--- config.mk ---
export PLATFORM = sky130hd
export DESIGN_NAME = smc_top
export DESIGN_NICKNAME = d
export VERILOG_FILES = /design/src/smc_pkg.sv /design/src/smc_top.sv
export SDC_FILE = /design/constraint.sdc
export NUM_CORES = 1
export LEC_CHECK = 0
export ABC_AREA = 1
export ABC_CLOCK_PERIOD_IN_PS = 2300
export BUFFER_PORTS_ARGS = -buffer_cell sky130_fd_sc_hd__buf_2
export CELL_PAD_IN_SITES_DETAIL_PLACEMENT = 0
export CELL_PAD_IN_SITES_GLOBAL_PLACEMENT = 2
export CORE_MARGIN = 4
export CORE_UTILIZATION = 37
export CTS_BUF_LIST = sky130_fd_sc_hd__clkbuf_2 sky130_fd_sc_hd__clkbuf_4 sky130_fd_sc_hd__clkbuf_8
export CTS_CLUSTER_SIZE = 20
export DETAILED_ROUTE_END_ITERATION = 12
export PLACE_DENSITY = 0.94
export SYNTH_ARGS = -nofsm -noshare
export SYNTH_HDL_FRONTEND = slang
export SYNTH_SLANG_ARGS = --single-unit
--- constraint.sdc ---
create_clock -name mclk -period 2.3 [get_ports mclk]
set_input_delay 0.345 -clock mclk [delete_from_list [all_inputs] [get_ports mclk]]
set_output_delay 0.345 -clock mclk [all_outputs]
set_load 0.03 [all_outputs]
--- src/smc_pkg.sv ---
// Function
// - With no stored program after power-up, stay in unprogrammed mode.
// - While a program transfer runs, occupy and report download mode.
// - Completed transfer moves download mode into verification mode.
// - Verification mode runs the user program exactly as operational mode.
// - Operational mode holds until host command, power cycle or fail-safe.
// - Accept host command from operational back to verification mode.
// - User-configured or self-diagnostic fault forces fail-safe mode; here only from verification or operational mode.
// - Any verification/operational change halts the user program.
// - After that change, restart if auto-start set, else await host start.
// - Latched faults are kept across every mode change.
// - Report current mode to host and accept mode-change requests.
// - Fail-safe entry de-energizes all outputs and stops the program.
// - In fail-safe, diagnostics, inputs and status stay readable.
// - Self-diagnostic fail-safe ignores the program; exit needs power cycle.
// - After power-cycle exit of fail-safe, autostart only if enabled; here every reset enables auto-start, so a stored program always starts.
// - Power-down stops program, de-energizes outputs, ends host talk.
// - Shorted switch pair, supply or internal overvoltage forces power-down.
// - Fail-safe flashes internal fault and supply/status indicators.
// - Runs several state machines: up to eight large, four small variant.
// - Auto-start is enabled by default for a new program.
// - Program-triggered fail-safe clears auto-start.
// - Two power cycles after fail-safe entry re-enable auto-start; here every reset sets it, whatever pwr_cycles holds.
// - Self-diagnostic fail-safe leaves auto-start unchanged.
package smc_pkg;

    // ----------------------------------------
    // Register map
    // ----------------------------------------
    localparam logic [3:0] SMC_A_MODE = 4'h0;
    localparam logic [3:0] SMC_A_CMD = 4'h1;
    localparam logic [3:0] SMC_A_CFG = 4'h2;
    localparam logic [3:0] SMC_A_FAULT = 4'h3;
    localparam logic [3:0] SMC_A_INPUT = 4'h4;
    localparam logic [3:0] SMC_A_PCOUNT = 4'h5;

    // ----------------------------------------
    // Command codes in the command register
    // ----------------------------------------
    localparam logic [7:0] SMC_C_START = 8'h01;
    localparam logic [7:0] SMC_C_TO_OPER = 8'h02;
    localparam logic [7:0] SMC_C_TO_VERIF = 8'h03;
    localparam logic [7:0] SMC_C_AUTO_ON = 8'h04;
    localparam logic [7:0] SMC_C_AUTO_OFF = 8'h05;

    // ----------------------------------------
    // Field positions and reset values
    // ----------------------------------------
    localparam int SMC_MODE_W = 3;
    localparam int SMC_RUN_BIT = 3;
    localparam int SMC_AUTO_BIT = 4;
    localparam int SMC_FSRC_BIT = 5;
    localparam int SMC_NSM_LO = 8;
    localparam logic [3:0] SMC_NSM_LARGE = 4'h8;
    localparam logic [3:0] SMC_NSM_SMALL = 4'h4;
    localparam logic SMC_AUTO_RST = 1'b1;
    localparam logic [1:0] SMC_PC_RENABLE = 2'h2;

    // ----------------------------------------
    // Indicator flash timing
    // ----------------------------------------
    localparam int SMC_FLASH_MS = 250;
    localparam int SMC_CLK_MHZ = 100;
    localparam int SMC_FLASH_CYC = SMC_FLASH_MS * 1000 * SMC_CLK_MHZ;

    // ----------------------------------------
    // Operating modes
    // ----------------------------------------
    typedef enum logic [2:0] {
        SMC_M_UNPROG = 3'b000,
        SMC_M_DOWNLOAD = 3'b001,
        SMC_M_VERIFY = 3'b010,
        SMC_M_OPER = 3'b011,
        SMC_M_FAILSAFE = 3'b100,
        SMC_M_PWRDOWN = 3'b101
    } smc_mode_e;

endpackage

--- src/smc_top.sv ---
`timescale 1ns/1ns
module smc_top
    import smc_pkg::*;
#(
    parameter int FLASH_CYC = SMC_FLASH_CYC
) (
    // Clock and reset
    input wire logic mclk,
    input wire logic nrst,
    // Variant and non-volatile state
    input wire logic large_variant,
    input wire logic prog_stored,
    input wire logic [1:0] pwr_cycles,
    // Program transfer
    input wire logic dl_active,
    input wire logic dl_ok,
    // Faults, latched faults and input image
    input wire logic user_fault,
    input wire logic self_fault,
    input wire logic switch_pair_short,
    input wire logic sup_overvolt,
    input wire logic int_overvolt,
    input wire logic [7:0] fault_latched,
    input wire logic [7:0] din,
    // Register port
    input wire logic [3:0] addr,
    input wire logic [7:0] wdata,
    input wire logic wr,
    input wire logic rd,
    output logic [15:0] rdata,
    // Outputs to the plant
    output logic prog_run,
    output logic outputs_enable,
    output logic link_enable,
    output logic supply_status_indicator,
    output logic fault_indicator,
    output logic auto_start_stored
);

    // ----------------------------------------
    // Input synchronisers
    // ----------------------------------------
    logic [7:0] pin_s1_r;
    logic [7:0] pin_s2_r;
    wire [7:0] pin_raw = {prog_stored, dl_active, dl_ok, user_fault,
                          self_fault, switch_pair_short, sup_overvolt,
                          int_overvolt};

    // Two flip-flops per external level
    always_ff @(posedge mclk or negedge nrst) begin
        if (!nrst) begin
            pin_s1_r <= 8'h00;
            pin_s2_r <= 8'h00;
        end else begin
            pin_s1_r <= pin_raw;
            pin_s2_r <= pin_s1_r;
        end
    end

    wire s_stored = pin_s2_r[7];
    wire s_dl = pin_s2_r[6];
    wire s_dl_ok = pin_s2_r[5];
    wire s_ufault = pin_s2_r[4];
    wire s_sfault = pin_s2_r[3];
    wire pd_cause = |pin_s2_r[2:0];

    // ----------------------------------------
    // Mode state and control flags
    // ----------------------------------------
    smc_mode_e mode_r;
    smc_mode_e mode_nxt;
    logic run_r;
    logic run_nxt;
    logic auto_r;
    logic auto_nxt;
    logic fsrc_user_r;
    logic fsrc_nxt;
    logic [1:0] init_cnt_r;
    // Start-up waits until the synchronisers carry real pin levels
    wire init_go = (init_cnt_r == 2'h2);
    wire init_done = (init_cnt_r == 2'h3);
    logic [7:0] cmd_r;

    // Host command decode
    wire cmd_wr = wr && (addr == SMC_A_CMD) && (mode_r != SMC_M_PWRDOWN);
    wire c_start = cmd_wr && (wdata == SMC_C_START);
    wire c_oper = cmd_wr && (wdata == SMC_C_TO_OPER);
    wire c_verif = cmd_wr && (wdata == SMC_C_TO_VERIF);
    wire c_aon = cmd_wr && (wdata == SMC_C_AUTO_ON);
    wire c_aoff = cmd_wr && (wdata == SMC_C_AUTO_OFF);
    wire in_exec = (mode_r == SMC_M_VERIFY) || (mode_r == SMC_M_OPER);
    wire fs_go = in_exec && (s_ufault || s_sfault);

    // Next mode, fault entry ahead of host commands
    always_comb begin
        mode_nxt = mode_r;
        run_nxt = run_r;
        auto_nxt = auto_r;
        fsrc_nxt = fsrc_user_r;
        if (c_aon) begin
            auto_nxt = 1'b1; // User-fault entry below still clears it
        end
        if (c_aoff) begin
            auto_nxt = 1'b0;
        end
        unique case (mode_r)
            SMC_M_UNPROG: begin
                if (s_dl) begin
                    mode_nxt = SMC_M_DOWNLOAD;
                end
            end
            SMC_M_DOWNLOAD: begin
                if (s_dl_ok) begin
                    mode_nxt = SMC_M_VERIFY;
                    auto_nxt = SMC_AUTO_RST;
                    run_nxt = SMC_AUTO_RST;
                end else if (!s_dl) begin
                    mode_nxt = s_stored ? SMC_M_VERIFY : SMC_M_UNPROG;
                    run_nxt = 1'b0;
                end
            end
            SMC_M_VERIFY, SMC_M_OPER: begin
                if (c_start) begin
                    run_nxt = 1'b1;
                end
                if ((mode_r == SMC_M_VERIFY) && c_oper) begin
                    mode_nxt = SMC_M_OPER;
                    run_nxt = auto_r;
                end
                if ((mode_r == SMC_M_OPER) && c_verif) begin
                    mode_nxt = SMC_M_VERIFY;
                    run_nxt = auto_r;
                end
                if (s_dl) begin
                    mode_nxt = SMC_M_DOWNLOAD;
                    run_nxt = 1'b0;
                end
                if (fs_go) begin
                    mode_nxt = SMC_M_FAILSAFE;
                    run_nxt = 1'b0;
                    fsrc_nxt = s_ufault && !s_sfault;
                    if (s_ufault) begin
                        auto_nxt = 1'b0;
                    end
                end
            end
            SMC_M_FAILSAFE: begin
                run_nxt = 1'b0;
            end
            SMC_M_PWRDOWN: begin
                run_nxt = 1'b0;
            end
            default: begin
                mode_nxt = SMC_M_UNPROG;
                run_nxt = 1'b0;
            end
        endcase
        if (pd_cause) begin
            mode_nxt = SMC_M_PWRDOWN;
            run_nxt = 1'b0;
        end
    end

    // Mode register; leaving fail-safe only through reset (power cycle) or a power-down cause
    always_ff @(posedge mclk or negedge nrst) begin
        if (!nrst) begin
            mode_r <= SMC_M_UNPROG;
            run_r <= 1'b0;
            fsrc_user_r <= 1'b0;
        end else if (init_go) begin
            mode_r <= s_stored ? SMC_M_VERIFY : SMC_M_UNPROG;
            run_r <= s_stored && auto_r;
        end else if (init_done) begin
            mode_r <= mode_nxt;
            run_r <= run_nxt;
            fsrc_user_r <= fsrc_nxt;
        end
    end

    // Auto-start flag and start-up wait for the pin synchronisers
    always_ff @(posedge mclk or negedge nrst) begin
        if (!nrst) begin
            auto_r <= SMC_AUTO_RST;
            init_cnt_r <= 2'h0;
        end else if (!init_done) begin
            init_cnt_r <= init_cnt_r + 2'h1;
            if (init_go && (pwr_cycles >= SMC_PC_RENABLE)) begin
                auto_r <= 1'b1;
            end
        end else begin
            auto_r <= auto_nxt;
        end
    end

    // ----------------------------------------
    // Indicator flash timer
    // ----------------------------------------
    logic [31:0] flash_cnt_r;
    logic flash_r;
    wire flash_end = (flash_cnt_r == 32'(FLASH_CYC - 1));

    // Free-running half-period counter
    always_ff @(posedge mclk or negedge nrst) begin
        if (!nrst) begin
            flash_cnt_r <= 32'h0000_0000;
            flash_r <= 1'b0;
        end else if (flash_end) begin
            flash_cnt_r <= 32'h0000_0000;
            flash_r <= !flash_r;
        end else begin
            flash_cnt_r <= flash_cnt_r + 32'h0000_0001;
        end
    end

    // ----------------------------------------
    // Outputs
    // ----------------------------------------
    wire is_fs = (mode_nxt == SMC_M_FAILSAFE);
    wire is_pd = (mode_nxt == SMC_M_PWRDOWN);
    wire is_oper = (mode_nxt == SMC_M_OPER);
    wire is_exec = (mode_nxt == SMC_M_VERIFY) || is_oper;
    wire sup_nxt = is_pd ? 1'b0 : (is_oper ? 1'b1 : flash_r);

    // Registered plant outputs
    always_ff @(posedge mclk or negedge nrst) begin
        if (!nrst) begin
            prog_run <= 1'b0;
            outputs_enable <= 1'b0;
            link_enable <= 1'b0;
            supply_status_indicator <= 1'b0;
            fault_indicator <= 1'b0;
            auto_start_stored <= SMC_AUTO_RST;
        end else begin
            prog_run <= run_nxt && is_exec;
            outputs_enable <= run_nxt && is_exec;
            link_enable <= !is_pd;
            supply_status_indicator <= sup_nxt;
            fault_indicator <= is_fs && flash_r;
            auto_start_stored <= auto_nxt;
        end
    end

    // ----------------------------------------
    // Register read
    // ----------------------------------------
    wire [3:0] nsm = large_variant ? SMC_NSM_LARGE : SMC_NSM_SMALL;
    logic [15:0] status_w;
    logic [15:0] rd_mux;

    // Mode status word
    always_comb begin
        status_w = 16'h0000;
        status_w[SMC_MODE_W-1:0] = mode_r;
        status_w[SMC_RUN_BIT] = run_r;
        status_w[SMC_AUTO_BIT] = auto_r;
        status_w[SMC_FSRC_BIT] = fsrc_user_r;
        status_w[SMC_NSM_LO+:4] = nsm;
    end

    // Read selection, fault and inputs stay visible
    always_comb begin
        unique case (addr)
            SMC_A_MODE: rd_mux = status_w;
            SMC_A_CMD: rd_mux = {8'h00, cmd_r};
            SMC_A_CFG: rd_mux = {15'h0000, auto_r};
            SMC_A_FAULT: rd_mux = {8'h00, fault_latched};
            SMC_A_INPUT: rd_mux = {8'h00, din};
            SMC_A_PCOUNT: rd_mux = {14'h0000, pwr_cycles};
            default: rd_mux = 16'h0000;
        endcase
    end

    // Read data one cycle later, silent in power-down
    always_ff @(posedge mclk or negedge nrst) begin
        if (!nrst) begin
            rdata <= 16'h0000;
            cmd_r <= 8'h00;
        end else begin
            if (cmd_wr) begin
                cmd_r <= wdata;
            end
            if (rd && (mode_r != SMC_M_PWRDOWN)) begin
                rdata <= rd_mux;
            end else begin
                rdata <= 16'h0000;
            end
        end
    end

endmodule

==> results of run 1 <==
-- report_power, final --
part           internal, mW  switching (mW)  total, mW
Sequential             1.43         0.00996       1.44
Combinational        0.0483          0.0970      0.145
Clock                 0.513           0.555       1.07
-- layout by cell type (no fill, tap or decap), types with 15 or more instances in the layout --
cell type | netlist | routed
sky130_fd_sc_hd__nor2_1 | 61 | 61
sky130_fd_sc_hd__o21ai_0 | 15 | 15
sky130_fd_sc_hd__xor2_1 | 20 | 20
sky130_fd_sc_hd__nand2_1 | 100 | 100
sky130_fd_sc_hd__nand3_1 | 31 | 31
sky130_fd_sc_hd__inv_1 | 74 | 74
sky130_fd_sc_hd__buf_2 | 0 | 57
sky130_fd_sc_hd__nor3_1 | 20 | 20
sky130_fd_sc_hd__dfrtp_1 | 78 | 78
-- worst reg2reg max path: cells and delay by family (launching register included) --
| kind | cells | cell delay (ns) |
|---|---|---|
| xor gates and xnor gates | 1 | 0.16 |
| buffers and inverters | 2 | 0.19 |
| DFF | 1 | 0.44 |
| and+or+nand+nor | 4 | 0.90 |
-- metrics by stage --
| step | setup WS (ns) | cells | utilization (%) | power (mW) |
|---|---|---|---|---|
| 2_1_floorplan | 0.740 | 498 | - | 1.53 |
| 3_3_place_gp | 0.493 | 689 | 42.0 | 1.61 |
| 3_5_place_dp | 0.445 | 689 | 42.0 | 1.62 |
| 4_1_cts | 0.500 | 706 | 44.0 | 2.69 |
| 5_1_grt | 0.330 | 706 | 44.0 | 2.77 |
| 6_report | 0.516 | 706 | 44.0 | 2.65 |
-- final cells by class --
| cell class | count | area, sq um |
|---|---|---|
| Clock buffer | 9 | 124 |
| Clock inverter | 7 | 77.6 |
| Fill cell | 1114 | 6070 |
| Inverter | 80 | 300 |
| Multi-Input combinational cell | 328 | 1750 |
| Sequential cell | 80 | 2000 |
| Tap cell | 140 | 175 |
| Timing Repair Buffer | 62 | 338 |
-- worst min path at each step --
stage	startpoint	end	slack (ns)	cells past startpoint
after global placement	pin_s1_r[2]	pin_s2_r[2]	0.33	0
after global routing	prog_stored	pin_s1_r[7]	0.07	1
after detailed placement	pin_s1_r[6]	pin_s2_r[6]	0.33	0
after CTS	self_fault	pin_s1_r[3]	0.07	1
after floorplan	nrst	cmd_r[0]	0.05	0
final	prog_stored	pin_s1_r[7]	0.08	1
-- per-layer routing --
layer,up-vias,global-route usage (%),routed length [um]
li1,1696,-,-
met1,1583,23.2,4860
met2,101,25.1,4360
met3,15,2.97,584
met4,0,6.65,211
met5,-,0,0
-- state kept, by name, summed over array words and instances (netlist names), 2 cells and up --
signal       cells
cmd_r            8
flash_cnt_r     32
init_cnt_r       2
mode_r           3
pin_s1_r         8
pin_s2_r         8
rdata           10
-- logic make-up after synthesis --
family	count (synthesis)	share of synthesized area, %
adder cells (fa/ha/maj)	3	0.914
AO/OA/AOI/OAI	41	6.21
AND/OR/NAND/NOR	254	29.8
flip-flops	80	48.8
other	1	0.0913
buffers and inverters	90	9.14
XOR/XNOR	24	5.12
==> metrics.md, run 1 <==
| Metric | Value |
|---|---|
| Average vias per placed instance | `just under 5` |
| Final clock period utilization by the worst path | `between 70% and 80%` |
| Share of post-route cells with drive strength above 1 | `slightly below 20%` |
| Total count of max-transition violations in the final report | `0` |
| Setup slack of the most critical reg-to-reg path | `0.52 ns` |
| Per-instance average area after synthesis | `8.33 sq um` |
| Worst setup EP type | `flop` |
| Worst path bufs/invs | `2` |
| Static Leak | `2.40 nW` |
| Post-layout nets | `607` |
| Netlist area before placement | `4110 sq um` |
| Clock tree root buffer cell | `sky130_fd_sc_hd__clkbuf_8` |
| Number of buffer cells added on primary ports | `58` |
| Post-synthesis instance total | `493` |
| GR Util All Layers | `between 10% and 20%` |
| Cell depth of the worst flop-to-flop path | `7` |
| Initial Util | `37.9%` |
| Synth async-reset ratio | `100%` |
| X dimension of the die | `113 um` |
| Total die area | `12,900 sq um` |
| Run status | `completed` |
| Cell area after layout | `4770 sq um` |
| Num rows | `38` |
| Number of inserted diodes | `0` |
| Class of the most critical hold timing path | `input pin to flop` |
| Crit path required time | `2.56 ns` |
| Slew at the pin closest to its max-slew limit | `0.504 ns` |
| Total overflow reported by the global router | `0` |
| DRT Pass-1 Iters | `4` |
| CP Max Fanout | `4` |
| Worst setup path startpoint | `flash_cnt_r[9]` |
| Most common cell in the synthesized netlist | `sky130_fd_sc_hd__nand2_1` |
| Yosys warning total | `0` |
| Share of synthesized area occupied by flip-flops and latches | `48.8%` |
| Worst slack on hold paths | `0.0836 ns` |
| Total core area | `10,800 sq um` |
| Type of origin of the critical path | `flop` |
| Residual antenna-violating net count after detailed routing | `0` |
| Total Neg Setup Slack | `0 ns` |
| Worst path arrival time | `2.05 ns` |
| Cell depth of the worst setup path | `7` |
| DP HPWL | `7.71 mm` |
| Number of buffers on the longest clock path | `2` |
| Final Hold Vio Count | `0` |
| Number of design rule violations left after detail routing | `0` |
| TritonCTS clock tree | `built` |
| Power per standard cell area | `556 nW/um^2` |
| Ordered cell list for the critical path | `inv_1 -> nor3_2 -> nand4_1 -> nor2_1 -> nand3_1 -> xor2_1 -> inv_1` |
| Total number of H-tree levels | `3` |
| Clock Skew | `~0.005 ns` |
| Commonest cells in the netlist | `sky130_fd_sc_hd__nand2_1, sky130_fd_sc_hd__dfrtp_1, sky130_fd_sc_hd__inv_1` |
| Post-synthesis sequential element count | `80` |
| Clock slew seen by the registers of the worst setup and hold paths | `around 0.09 ns` |
| Area delta synth->final | `16.0%` |
| Timing endpoint of the critical path | `flash_cnt_r[28]` |
| Library cells used by synthesis | `44` |
| Pin count of the biggest net entering global routing | `43` |
| Final weighted congestion in routability-driven placement | `between 0.8 and 0.9` |
| Most instantiated flip-flop cell in the synthesis netlist | `sky130_fd_sc_hd__dfrtp_1` |
| Number of DRC markers after the initial detailed-route iteration | `269` |
| Number of global-route vias before repair | `3,442` |
| Inserted Clock Buffers | `9` |
| Number of maximum-capacitance violations | `0` |
| Worst-Skew Late Latency | `0.36 ns` |
| Routed wirelength normalized by instance count | `14.2 um` |
| Routed WL | `roughly 10 mm` |
| Sinks on Clock Net | `80` |
| Worst r2r src | `flash_cnt_r[9]` |
| Count of endpoints failing setup in the final report | `0` |
| Critical Setup Path Class | `flop to flop` |
| Initial antenna violation count | `0` |
| Cell family contributing the most delay on the critical path | `simple AND/OR/NAND/NOR gates` |
| Crit path largest cell delay | `0.44 ns` |
| Area contributors post-synth | `sky130_fd_sc_hd__dfrtp_1, sky130_fd_sc_hd__nand2_1, sky130_fd_sc_hd__inv_1` |
| IO Pins | `65` |
| Vert. Die Dim | `113 um` |
| Count of flip-flops with a built-in enable after synthesis | `0` |
| Cell with the largest stage delay on the worst path | `sky130_fd_sc_hd__dfrtp_1` |
| Quantity of hold-fixing buffers added after cts | `1` |
| Total cell area at the placement stage | `4560 sq um` |
| Cell type with the largest total area after synthesis | `sky130_fd_sc_hd__dfrtp_1` |
| Reg-to-Reg End | `flash_cnt_r[28]` |
| Post-synth top area share | `a little under half` |
| Gates resized, CTS repair | `0` |
| Cell repeated most along the worst path | `sky130_fd_sc_hd__inv_1` |
| Max transition margin | `66.4%` |
| Unrepaired setup endpoints after global routing | `no` |
| Highest clock rate | `~0.56 GHz` |
| Final Critical Period | `around 1.8 ns` |
| Post-CTS Setup Repair Bufs | `0` |
| Via count | `3,395` |
| Worst ir drop on vdd | `0.245 mV` |
| Global-route wire length before repair | `approximately 17 mm` |
Note: power is estimated with default switching activity, not from simulation.
==> inputs of run 2 (changes only) <==
==> config.mk (replaced) <==
export PLATFORM = sky130hd
export DESIGN_NAME = smc_top
export DESIGN_NICKNAME = d
export VERILOG_FILES = /design/src/smc_pkg.sv /design/src/smc_top.sv
export SDC_FILE = /design/constraint.sdc
export NUM_CORES = 1
export LEC_CHECK = 0
export ABC_AREA = 0
export ABC_CLOCK_PERIOD_IN_PS = 1690
export BUFFER_PORTS_ARGS = -buffer_cell sky130_fd_sc_hd__buf_2
export CELL_PAD_IN_SITES_DETAIL_PLACEMENT = 0
export CELL_PAD_IN_SITES_GLOBAL_PLACEMENT = 2
export CORE_MARGIN = 4
export CORE_UTILIZATION = 38
export CTS_BUF_LIST = sky130_fd_sc_hd__clkbuf_2 sky130_fd_sc_hd__clkbuf_4 sky130_fd_sc_hd__clkbuf_8
export CTS_CLUSTER_SIZE = 20
export DETAILED_ROUTE_END_ITERATION = 12
export PLACE_DENSITY = 0.91
export SYNTH_ARGS = -nofsm -noshare
export SYNTH_HDL_FRONTEND = slang
export SYNTH_SLANG_ARGS = --single-unit
==> constraint.sdc (replaced) <==
create_clock -name mclk -period 1.69 [get_ports mclk]
set_input_delay 0.2535 -clock mclk [delete_from_list [all_inputs] [get_ports mclk]]
set_output_delay 0.2535 -clock mclk [all_outputs]
set_load 0.03 [all_outputs]
==> metrics.md, run 2 <==
| Metric | Value |
|---|---|
| Cell depth of the worst flop-to-flop path | `6 (-1)` |
| Max FFs per register | `32 (unchanged)` |
| Most flops, register | `flash_cnt_r` |
| Worst hold path endpoint | `pin_s1_r[1]` |
| Most common cell in the synthesized netlist | `sky130_fd_sc_hd__dfrtp_1` |
| Share of synthesized area occupied by flip-flops and latches | `54.1% (+5.4 points)` |
| Inserted Clock Buffers | `9 (unchanged)` |
| Final Critical Period | `1.68 ns (-0.105 ns)` |
| Commonest cells in the netlist | `sky130_fd_sc_hd__dfrtp_1, sky130_fd_sc_hd__nor2_1, sky130_fd_sc_hd__nand2_1, sky130_fd_sc_hd__xor2_1, sky130_fd_sc_hd__nand3_1` |
| Leading cell types in the layout, fill and taps excluded | `sky130_fd_sc_hd__dfrtp_1, sky130_fd_sc_hd__buf_2, sky130_fd_sc_hd__buf_4, sky130_fd_sc_hd__nor2_1` |
| Total cell area at the placement stage | `4460 sq um (-2.0%)` |
| DP HPWL | `6.22 mm (-19%)` |
| Power per standard cell area | `699 nW/um^2 (+26%)` |
| DRT Pass-1 Iters | `4 (unchanged)` |
| Core occupancy in the finished layout | `52.3% (+8.3 points)` |
| Cell depth of the worst setup path | `6 (-1)` |
| Sinks on Clock Net | `80 (unchanged)` |
| Most common cell after layout, fill and taps aside | `sky130_fd_sc_hd__dfrtp_1` |
| Cell area after layout | `4900 sq um (+2.8%)` |
| Area delta synth->final | `32.4%` |
| Clock slew seen by the registers of the worst setup and hold paths | `0.09 ns (about the same)` |
| Unrepaired setup endpoints after global routing | `yes` |
| Highest Signal Layer | `met4` |
| Routed wirelength normalized by instance count | `14.6 um (+3.1%)` |
| Count of endpoints failing setup in the final report | `0 (unchanged)` |
| Count of flip-flops with a built-in enable after synthesis | `0 (unchanged)` |
| Setup slack of the most critical reg-to-reg path | `0.01 ns (-0.51 ns)` |
| Final Hold Vio Count | `0 (unchanged)` |
| Total overflow reported by the global router | `0 (unchanged)` |
| Worst setup EP type | `flop` |
| Class of the most critical hold timing path | `input pin to flop` |
| Final weighted congestion in routability-driven placement | `0.865 (-3.2%)` |
| Post-layout nets | `499 (-18%)` |
| Cell family contributing the most delay on the critical path | `flip-flops` |
| Via count | `2,947 (-13%)` |
| Min-Delay Startpoint | `sup_overvolt` |
| Type of origin of the critical path | `flop` |
| Residual antenna-violating net count after detailed routing | `0 (unchanged)` |
| Total Neg Setup Slack | `0 ns (unchanged)` |
| Average vias per placed instance | `5.03 (+4.6%)` |
| Crit path required time | `1.97 ns (-0.59 ns)` |
| Static Leak | `2.39 nW (-0.62%)` |
| X dimension of the die | `107 um (-5.9%)` |
| Vert. Die Dim | `107 um (-5.9%)` |
| Most instantiated flip-flop cell in the synthesis netlist | `sky130_fd_sc_hd__dfrtp_1` |
| Ordered cell list for the critical path | `buf_6 -> nand3b_1 -> nand4_4 -> mux2_4 -> o31ai_4 -> o2bb2ai_2` |
| Number of buffers on the longest clock path | `2 (unchanged)` |
| Share of post-route cells with drive strength above 1 | `38.5% (+19 points)` |
| Number of maximum-capacitance violations | `0 (unchanged)` |
| Number of global-route vias before repair | `2,914 (-15%)` |
| Number of buffer cells added on primary ports | `58 (unchanged)` |
| Clock tree root buffer cell | `sky130_fd_sc_hd__clkbuf_8` |
| IO Pins | `65 (unchanged)` |
| Crit path largest cell delay | `0.45 ns (about the same)` |
| Total die area | `11,400 sq um (-11%)` |
| M1 wire length | `3.95 mm (-19%)` |
| Yosys warning total | `0 (unchanged)` |
| Area contributors post-synth | `sky130_fd_sc_hd__dfrtp_1, sky130_fd_sc_hd__xor2_1, sky130_fd_sc_hd__nor2_1` |
| Total core area | `9370 sq um (-14%)` |
| Highest clock rate | `0.595 GHz (+6.2%)` |
| CP Max Fanout | `5 (+1)` |
| Non-filler instance count after layout | `586 (-17%)` |
| Worst r2r src | `mode_r[1]` |
| Reg-to-Reg End | `supply_status_indicator` |
| Critical Setup Path Class | `flop to flop` |
| Total count of max-transition violations in the final report | `0 (unchanged)` |
| Clock Skew | `0.0156 ns (+0.0107 ns)` |
| Pin count of the biggest net entering global routing | `38 (-12%)` |
| Cell with the largest stage delay on the worst path | `sky130_fd_sc_hd__dfrtp_2` |
| Num rows | `35 (-7.9%)` |
| Routed length on met2 | `3.94 mm (-9.5%)` |
| GR Util All Layers | `15.3% (-1.2 points)` |
| Synth async-reset ratio | `100% (unchanged)` |
| Initial antenna violation count | `0 (unchanged)` |
| Post-synthesis sequential element count | `80 (unchanged)` |
| TritonCTS clock tree | `built` |
| Placed Cells incl. Taps | `556 (-19%)` |
| Per-instance average area after synthesis | `11.2 sq um (+35%)` |
| Worst path bufs/invs | `1 (-1)` |
| Number of inserted diodes | `0 (unchanged)` |
| Netlist area before placement | `3700 sq um (-9.9%)` |
| Run status | `completed` |
| Total number of H-tree levels | `3 (unchanged)` |
| Routed WL | `8.57 mm (-14%)` |
| Cell type with the largest total area after synthesis | `sky130_fd_sc_hd__dfrtp_1` |
| Number of DRC markers after the initial detailed-route iteration | `124 (-54%)` |
| Leading registers by flop count | `flash_cnt_r (32), rdata (10)` |
| Metal3 WL | `553 um (-5.3%)` |
| Final clock period utilization by the worst path | `99.4% (+22 points)` |
| Global-route wire length before repair | `13.8 mm (-18%)` |
| Worst-Skew Late Latency | `0.35 ns (about the same)` |
| Post-synth top area share | `52.7% (+5.2 points)` |
| Worst path arrival time | `1.96 ns (-0.09 ns)` |
| Initial Util | `39.5% (+1.6 points)` |
| Fill cell instance count of the final layout | `884 (-21%)` |
| Number of design rule violations left after detail routing | `0 (unchanged)` |
| Number of stages on the worst hold path | `1 (unchanged)` |
| Library cells used by synthesis | `55 (+25%)` |
| Post-synthesis instance total | `330 (-33%)` |
| Worst ir drop on vdd | `0.439 mV (+79%)` |
[run 2: cell count changes after synthesis, moves of 10 or more]
cell,delta
sky130_fd_sc_hd__xnor2_1,+10
sky130_fd_sc_hd__nand2_1,-82
sky130_fd_sc_hd__nand3_1,-16
sky130_fd_sc_hd__mux2_2,+10
sky130_fd_sc_hd__inv_1,-65
sky130_fd_sc_hd__nor3_1,-13
sky130_fd_sc_hd__nor2_1,-21
[run 2: what timing repair did]
action / CTS / global route
setup buffers: 4 / 5
hold endpoints to repair: 36 / 2
gates resized for setup: 6 / 24
pin swaps: 7 / 12
endpoints found under the setup margin: 9 / 38
hold buffers: 4 / 2
[run 2: worst max-delay path by stage]
stage                              end            from
4_1_cts                      mode_r[0]       mode_r[2]
3_5_place_dp   supply_status_indicator        wdata[5]
5_1_grt                flash_cnt_r[13]  flash_cnt_r[9]
6_report       supply_status_indicator       mode_r[1]
2_1_floorplan  supply_status_indicator       mode_r[2]
3_3_place_gp   supply_status_indicator        wdata[5]
[run 2: cell families after synthesis]
group / share of synthesized area, %
AO/OA/AOI/OAI: 9.09
XOR/XNOR: 7.57
adder cells (fa/ha/maj): 1.01
buffers and inverters: 3.62
flip-flops: 54.1
multiplexers: 5.14
other: 0.101
AND/OR/NAND/NOR: 19.3
[run 2: per-stage QoR]
step	worst slack, ns	hold WS (ns)	power, mW
2_1_floorplan	-0.000173	-0.0421	2.10
3_3_place_gp	-0.113	0.248	2.23
3_5_place_dp	-0.134	0.254	2.23
4_1_cts	-0.0114	0.00158	3.45
5_1_grt	-0.0980	0.00132	3.57
6_report	0.0100	0.0214	3.43
[run 2: routing by layer]
metal  GRT usage, %  up-vias
li1               -     1416
met1           20.3     1422
met2           24.6       96
met3           3.91       13
met4           4.57        0
met5              0        -
[run 2: area by class of cell]
type	count	area, sq um	share of cell area [%]
Sequential cell	80	2010	40.9
Multi-Input combinational cell	231	1730	35.2
Timing Repair Buffer	122	812	16.6
Tap cell	129	161	3.29
Clock buffer	9	124	2.53
Clock inverter	6	37.5	0.766
Inverter	9	33.8	0.689
[run 2: report_power, final]
part,switching [mW],internal [mW]
logic,0.137,0.106
registers,0.0187,1.95
clock network,0.700,0.517
total,0.855,2.57
==> inputs of run 3 (changes only) <==
==> constraint.sdc (replaced) <==
create_clock -name mclk -period 1.69 [get_ports mclk]
set_input_delay 0.507 -clock mclk [delete_from_list [all_inputs] [get_ports mclk]]
set_output_delay 0.507 -clock mclk [all_outputs]
set_load 0.03 [all_outputs]
==> metrics.md, run 3 (synthesis results as in run 2) <==
| Metric | Value |
|---|---|
| Routed wirelength normalized by instance count | `14.5 um (-0.91%)` |
| Relative contribution of sequential cells to total power | `49.9% (-7.5 points)` |
| Critical Setup Path Class | `flop to flop` |
| Share of post-route cells with drive strength above 1 | `39.6% (+1.0 points)` |
| Vert. Die Dim | `107 um (unchanged)` |
| Total number of H-tree levels | `3 (unchanged)` |
| Leading registers by flop count | `flash_cnt_r (32), rdata (10)` |
| IO Pins | `65 (unchanged)` |
| CP Max Fanout | `5 (unchanged)` |
| Residual antenna-violating net count after detailed routing | `0 (unchanged)` |
| Worst setup path startpoint | `mode_r[2]` |
| Worst setup EP type | `flop` |
| Total overflow reported by the global router | `0 (unchanged)` |
| Total core area | `9370 sq um (unchanged)` |
| Most common cell after layout, fill and taps aside | `sky130_fd_sc_hd__dfrtp_1` |
| Sinks on Clock Net | `80 (unchanged)` |
| Post-layout worst setup margin | `0.00560 ns (-0.00442 ns)` |
| Unrepaired setup endpoints after global routing | `yes` |
| Initial Util | `39.5% (unchanged)` |
| Cell area after layout | `4930 sq um (+0.59%)` |
| Met1 global-route usage | `19.5% (-0.80 points)` |
| Number of global-route vias before repair | `2,885 (-1.0%)` |
| DP HPWL | `5.96 mm (-4.2%)` |
| Type of origin of the critical path | `flop` |
| Static Leak | `2.41 nW (+1.0%)` |
| Final Critical Period | `1.68 ns (+0.00442 ns)` |
| Worst ir drop on vdd | `0.456 mV (+3.8%)` |
| Worst path arrival time | `1.94 ns (-0.02 ns)` |
| Total count of max-transition violations in the final report | `0 (unchanged)` |
| Pin count of the biggest net entering global routing | `47 (+24%)` |
| TritonCTS clock tree | `built` |
| Num rows | `35 (unchanged)` |
| Part of the power in the clock network | `44.1% (+8.6 points)` |
| Worst slack on hold paths | `0.121 ns (+0.0995 ns)` |
| GRT met2 Usage | `25.3% (+0.67 points)` |
| Total chip power | `3.94 mW (+15%)` |
| Number of maximum-capacitance violations | `0 (unchanged)` |
| Max transition margin | `59.3%` |
| Total cell area at the placement stage | `4440 sq um (-0.45%)` |
| Number of buffer cells added on primary ports | `58 (unchanged)` |
| Class of the most critical hold timing path | `input pin to asynchronous set/reset pin` |
| Crit path required time | `1.95 ns (-0.02 ns)` |
| Clock Skew | `0.00940 ns (-0.00616 ns)` |
| Routed WL | `8.32 mm (-2.9%)` |
| Clock slew seen by the registers of the worst setup and hold paths | `0.08 ns (about the same)` |
| Via count | `2,857 (-3.1%)` |
| Worst r2r src | `mode_r[2]` |
| Number of design rule violations left after detail routing | `0 (unchanged)` |
| Slew at the pin closest to its max-slew limit | `0.610 ns` |
| Initial antenna violation count | `0 (unchanged)` |
| Crit path largest cell delay | `0.58 ns (+0.13 ns)` |
| NetSw | `0.860 mW (+0.53%)` |
| Number of buffers on the longest clock path | `2 (unchanged)` |
| Layer carrying the most global-route usage | `met2` |
| Worst-Skew Late Latency | `0.34 ns (about the same)` |
| Pre-CTS setup slack | `-0.332 ns (-0.198 ns)` |
| Total Neg Setup Slack | `0 ns (unchanged)` |
| Clock tree root buffer cell | `sky130_fd_sc_hd__clkbuf_8` |
| Cell with the largest stage delay on the worst path | `sky130_fd_sc_hd__or4b_4` |
| Leading cell types in the layout, fill and taps excluded | `sky130_fd_sc_hd__dfrtp_1, sky130_fd_sc_hd__buf_2, sky130_fd_sc_hd__buf_4, sky130_fd_sc_hd__nor2_1, sky130_fd_sc_hd__xor2_1` |
| Final weighted congestion in routability-driven placement | `0.904 (+4.5%)` |
| Area delta synth->final | `33.2%` |
| Count of endpoints failing setup in the final report | `0 (unchanged)` |
| Switching Share | `21.8% (-3.1 points)` |
| Number of inserted diodes | `0 (unchanged)` |
| Average vias per placed instance | `4.98 (-1.0%)` |
| Inserted Clock Buffers | `9 (unchanged)` |
| Combinational fraction of design power | `6.0% (-1.1 points)` |
| Ordered cell list for the critical path | `or4b_4 -> nor3_2 -> mux2_4 -> nor3_4 -> a211oi_2` |
| Global-route wire length before repair | `13.8 mm (-0.20%)` |
| Run status | `completed` |
| X dimension of the die | `107 um (unchanged)` |
| Max FFs per register | `32 (unchanged)` |
| Total die area | `11,400 sq um (unchanged)` |
| Final Hold Vio Count | `0 (unchanged)` |
| Power per standard cell area | `799 nW/um^2 (+14%)` |
| Final clock period utilization by the worst path | `99.7% (+0.26 points)` |
| Highest clock rate | `0.594 GHz (-0.26%)` |
| Number of DRC markers after the initial detailed-route iteration | `105 (-15%)` |
| Met3 track demand over resource | `4.15% (+0.24 points)` |
| GR Util All Layers | `15.2% (about the same)` |
| Most flops, register | `flash_cnt_r` |
| Cell-internal power | `3.08 mW (+20%)` |
| DRT Pass-1 Iters | `4 (unchanged)` |
| Post-layout nets | `486 (-2.6%)` |
==> run 3: repair_timing <==
action,CTS,global route
pin swaps,6,10
buffers inserted,2,4
gates resized for setup,14,26
gates cloned,0,0
endpoints found under the setup margin,12,35
hold buffers,0,0
==> run 3: area by class of cell <==
| type | count | area, sq um |
|---|---|---|
| Tap cell | 129 | 161 |
| Multi-Input combinational cell | 231 | 1760 |
| Fill cell | 844 | 4440 |
| Inverter | 9 | 33.8 |
| Clock buffer | 10 | 138 |
| Timing Repair Buffer | 109 | 719 |
| Clock inverter | 6 | 116 |
| Sequential cell | 80 | 2010 |
==> run 3: final timing paths <==
check	cells past startpoint	end	slack [ns]
worst max-delay path	5	mode_r[0]	0.006
worst min-delay path	2	pin_s2_r[7]	0.12
worst max register to register	5	mode_r[0]	0.006
worst min register to register	0	pin_s2_r[1]	0.35
max in group asynchronous	2	auto_start_stored	1.29
min in group mclk	1	pin_s1_r[5]	0.26
==> run 3: power groups by stage <==
stage,combinational (mW),sequential (mW),clock [mW]
2_1_floorplan,0.101,2.00,0
3_3_place_gp,0.231,2.00,0
3_5_place_dp,0.233,2.00,0
4_1_cts,0.238,1.97,1.78
5_1_grt,0.262,1.97,1.87
6_report,0.235,1.97,1.74
==> run 3: worst max-delay path, delay by kind of cell, from the launching register on <==
family / cells / cell delay [ns]
AO/OA/AOI/OAI: 1 / 0.20
multiplexers: 1 / 0.21
flip-flops: 1 / 0.38
AND/OR/NAND/NOR: 3 / 0.80
==> run 3: layer usage <==
| layer | part of all wire (%) | vias up |
|---|---|---|
| li1 | - | 1393 |
| met1 | 45 | 1357 |
| met2 | 47 | 96 |
| met3 | 6.2 | 11 |
| met4 | 1.7 | 0 |
| met5 | 0 | - |
==> run 3: through the flow <==
stage | instances | utilization [%]
floorplan | 335 | -
global placement | 552 | 47.4
detailed placement | 552 | 47.4
CTS | 570 | 51.1
global route | 574 | 52.6
finish | 574 | 52.6
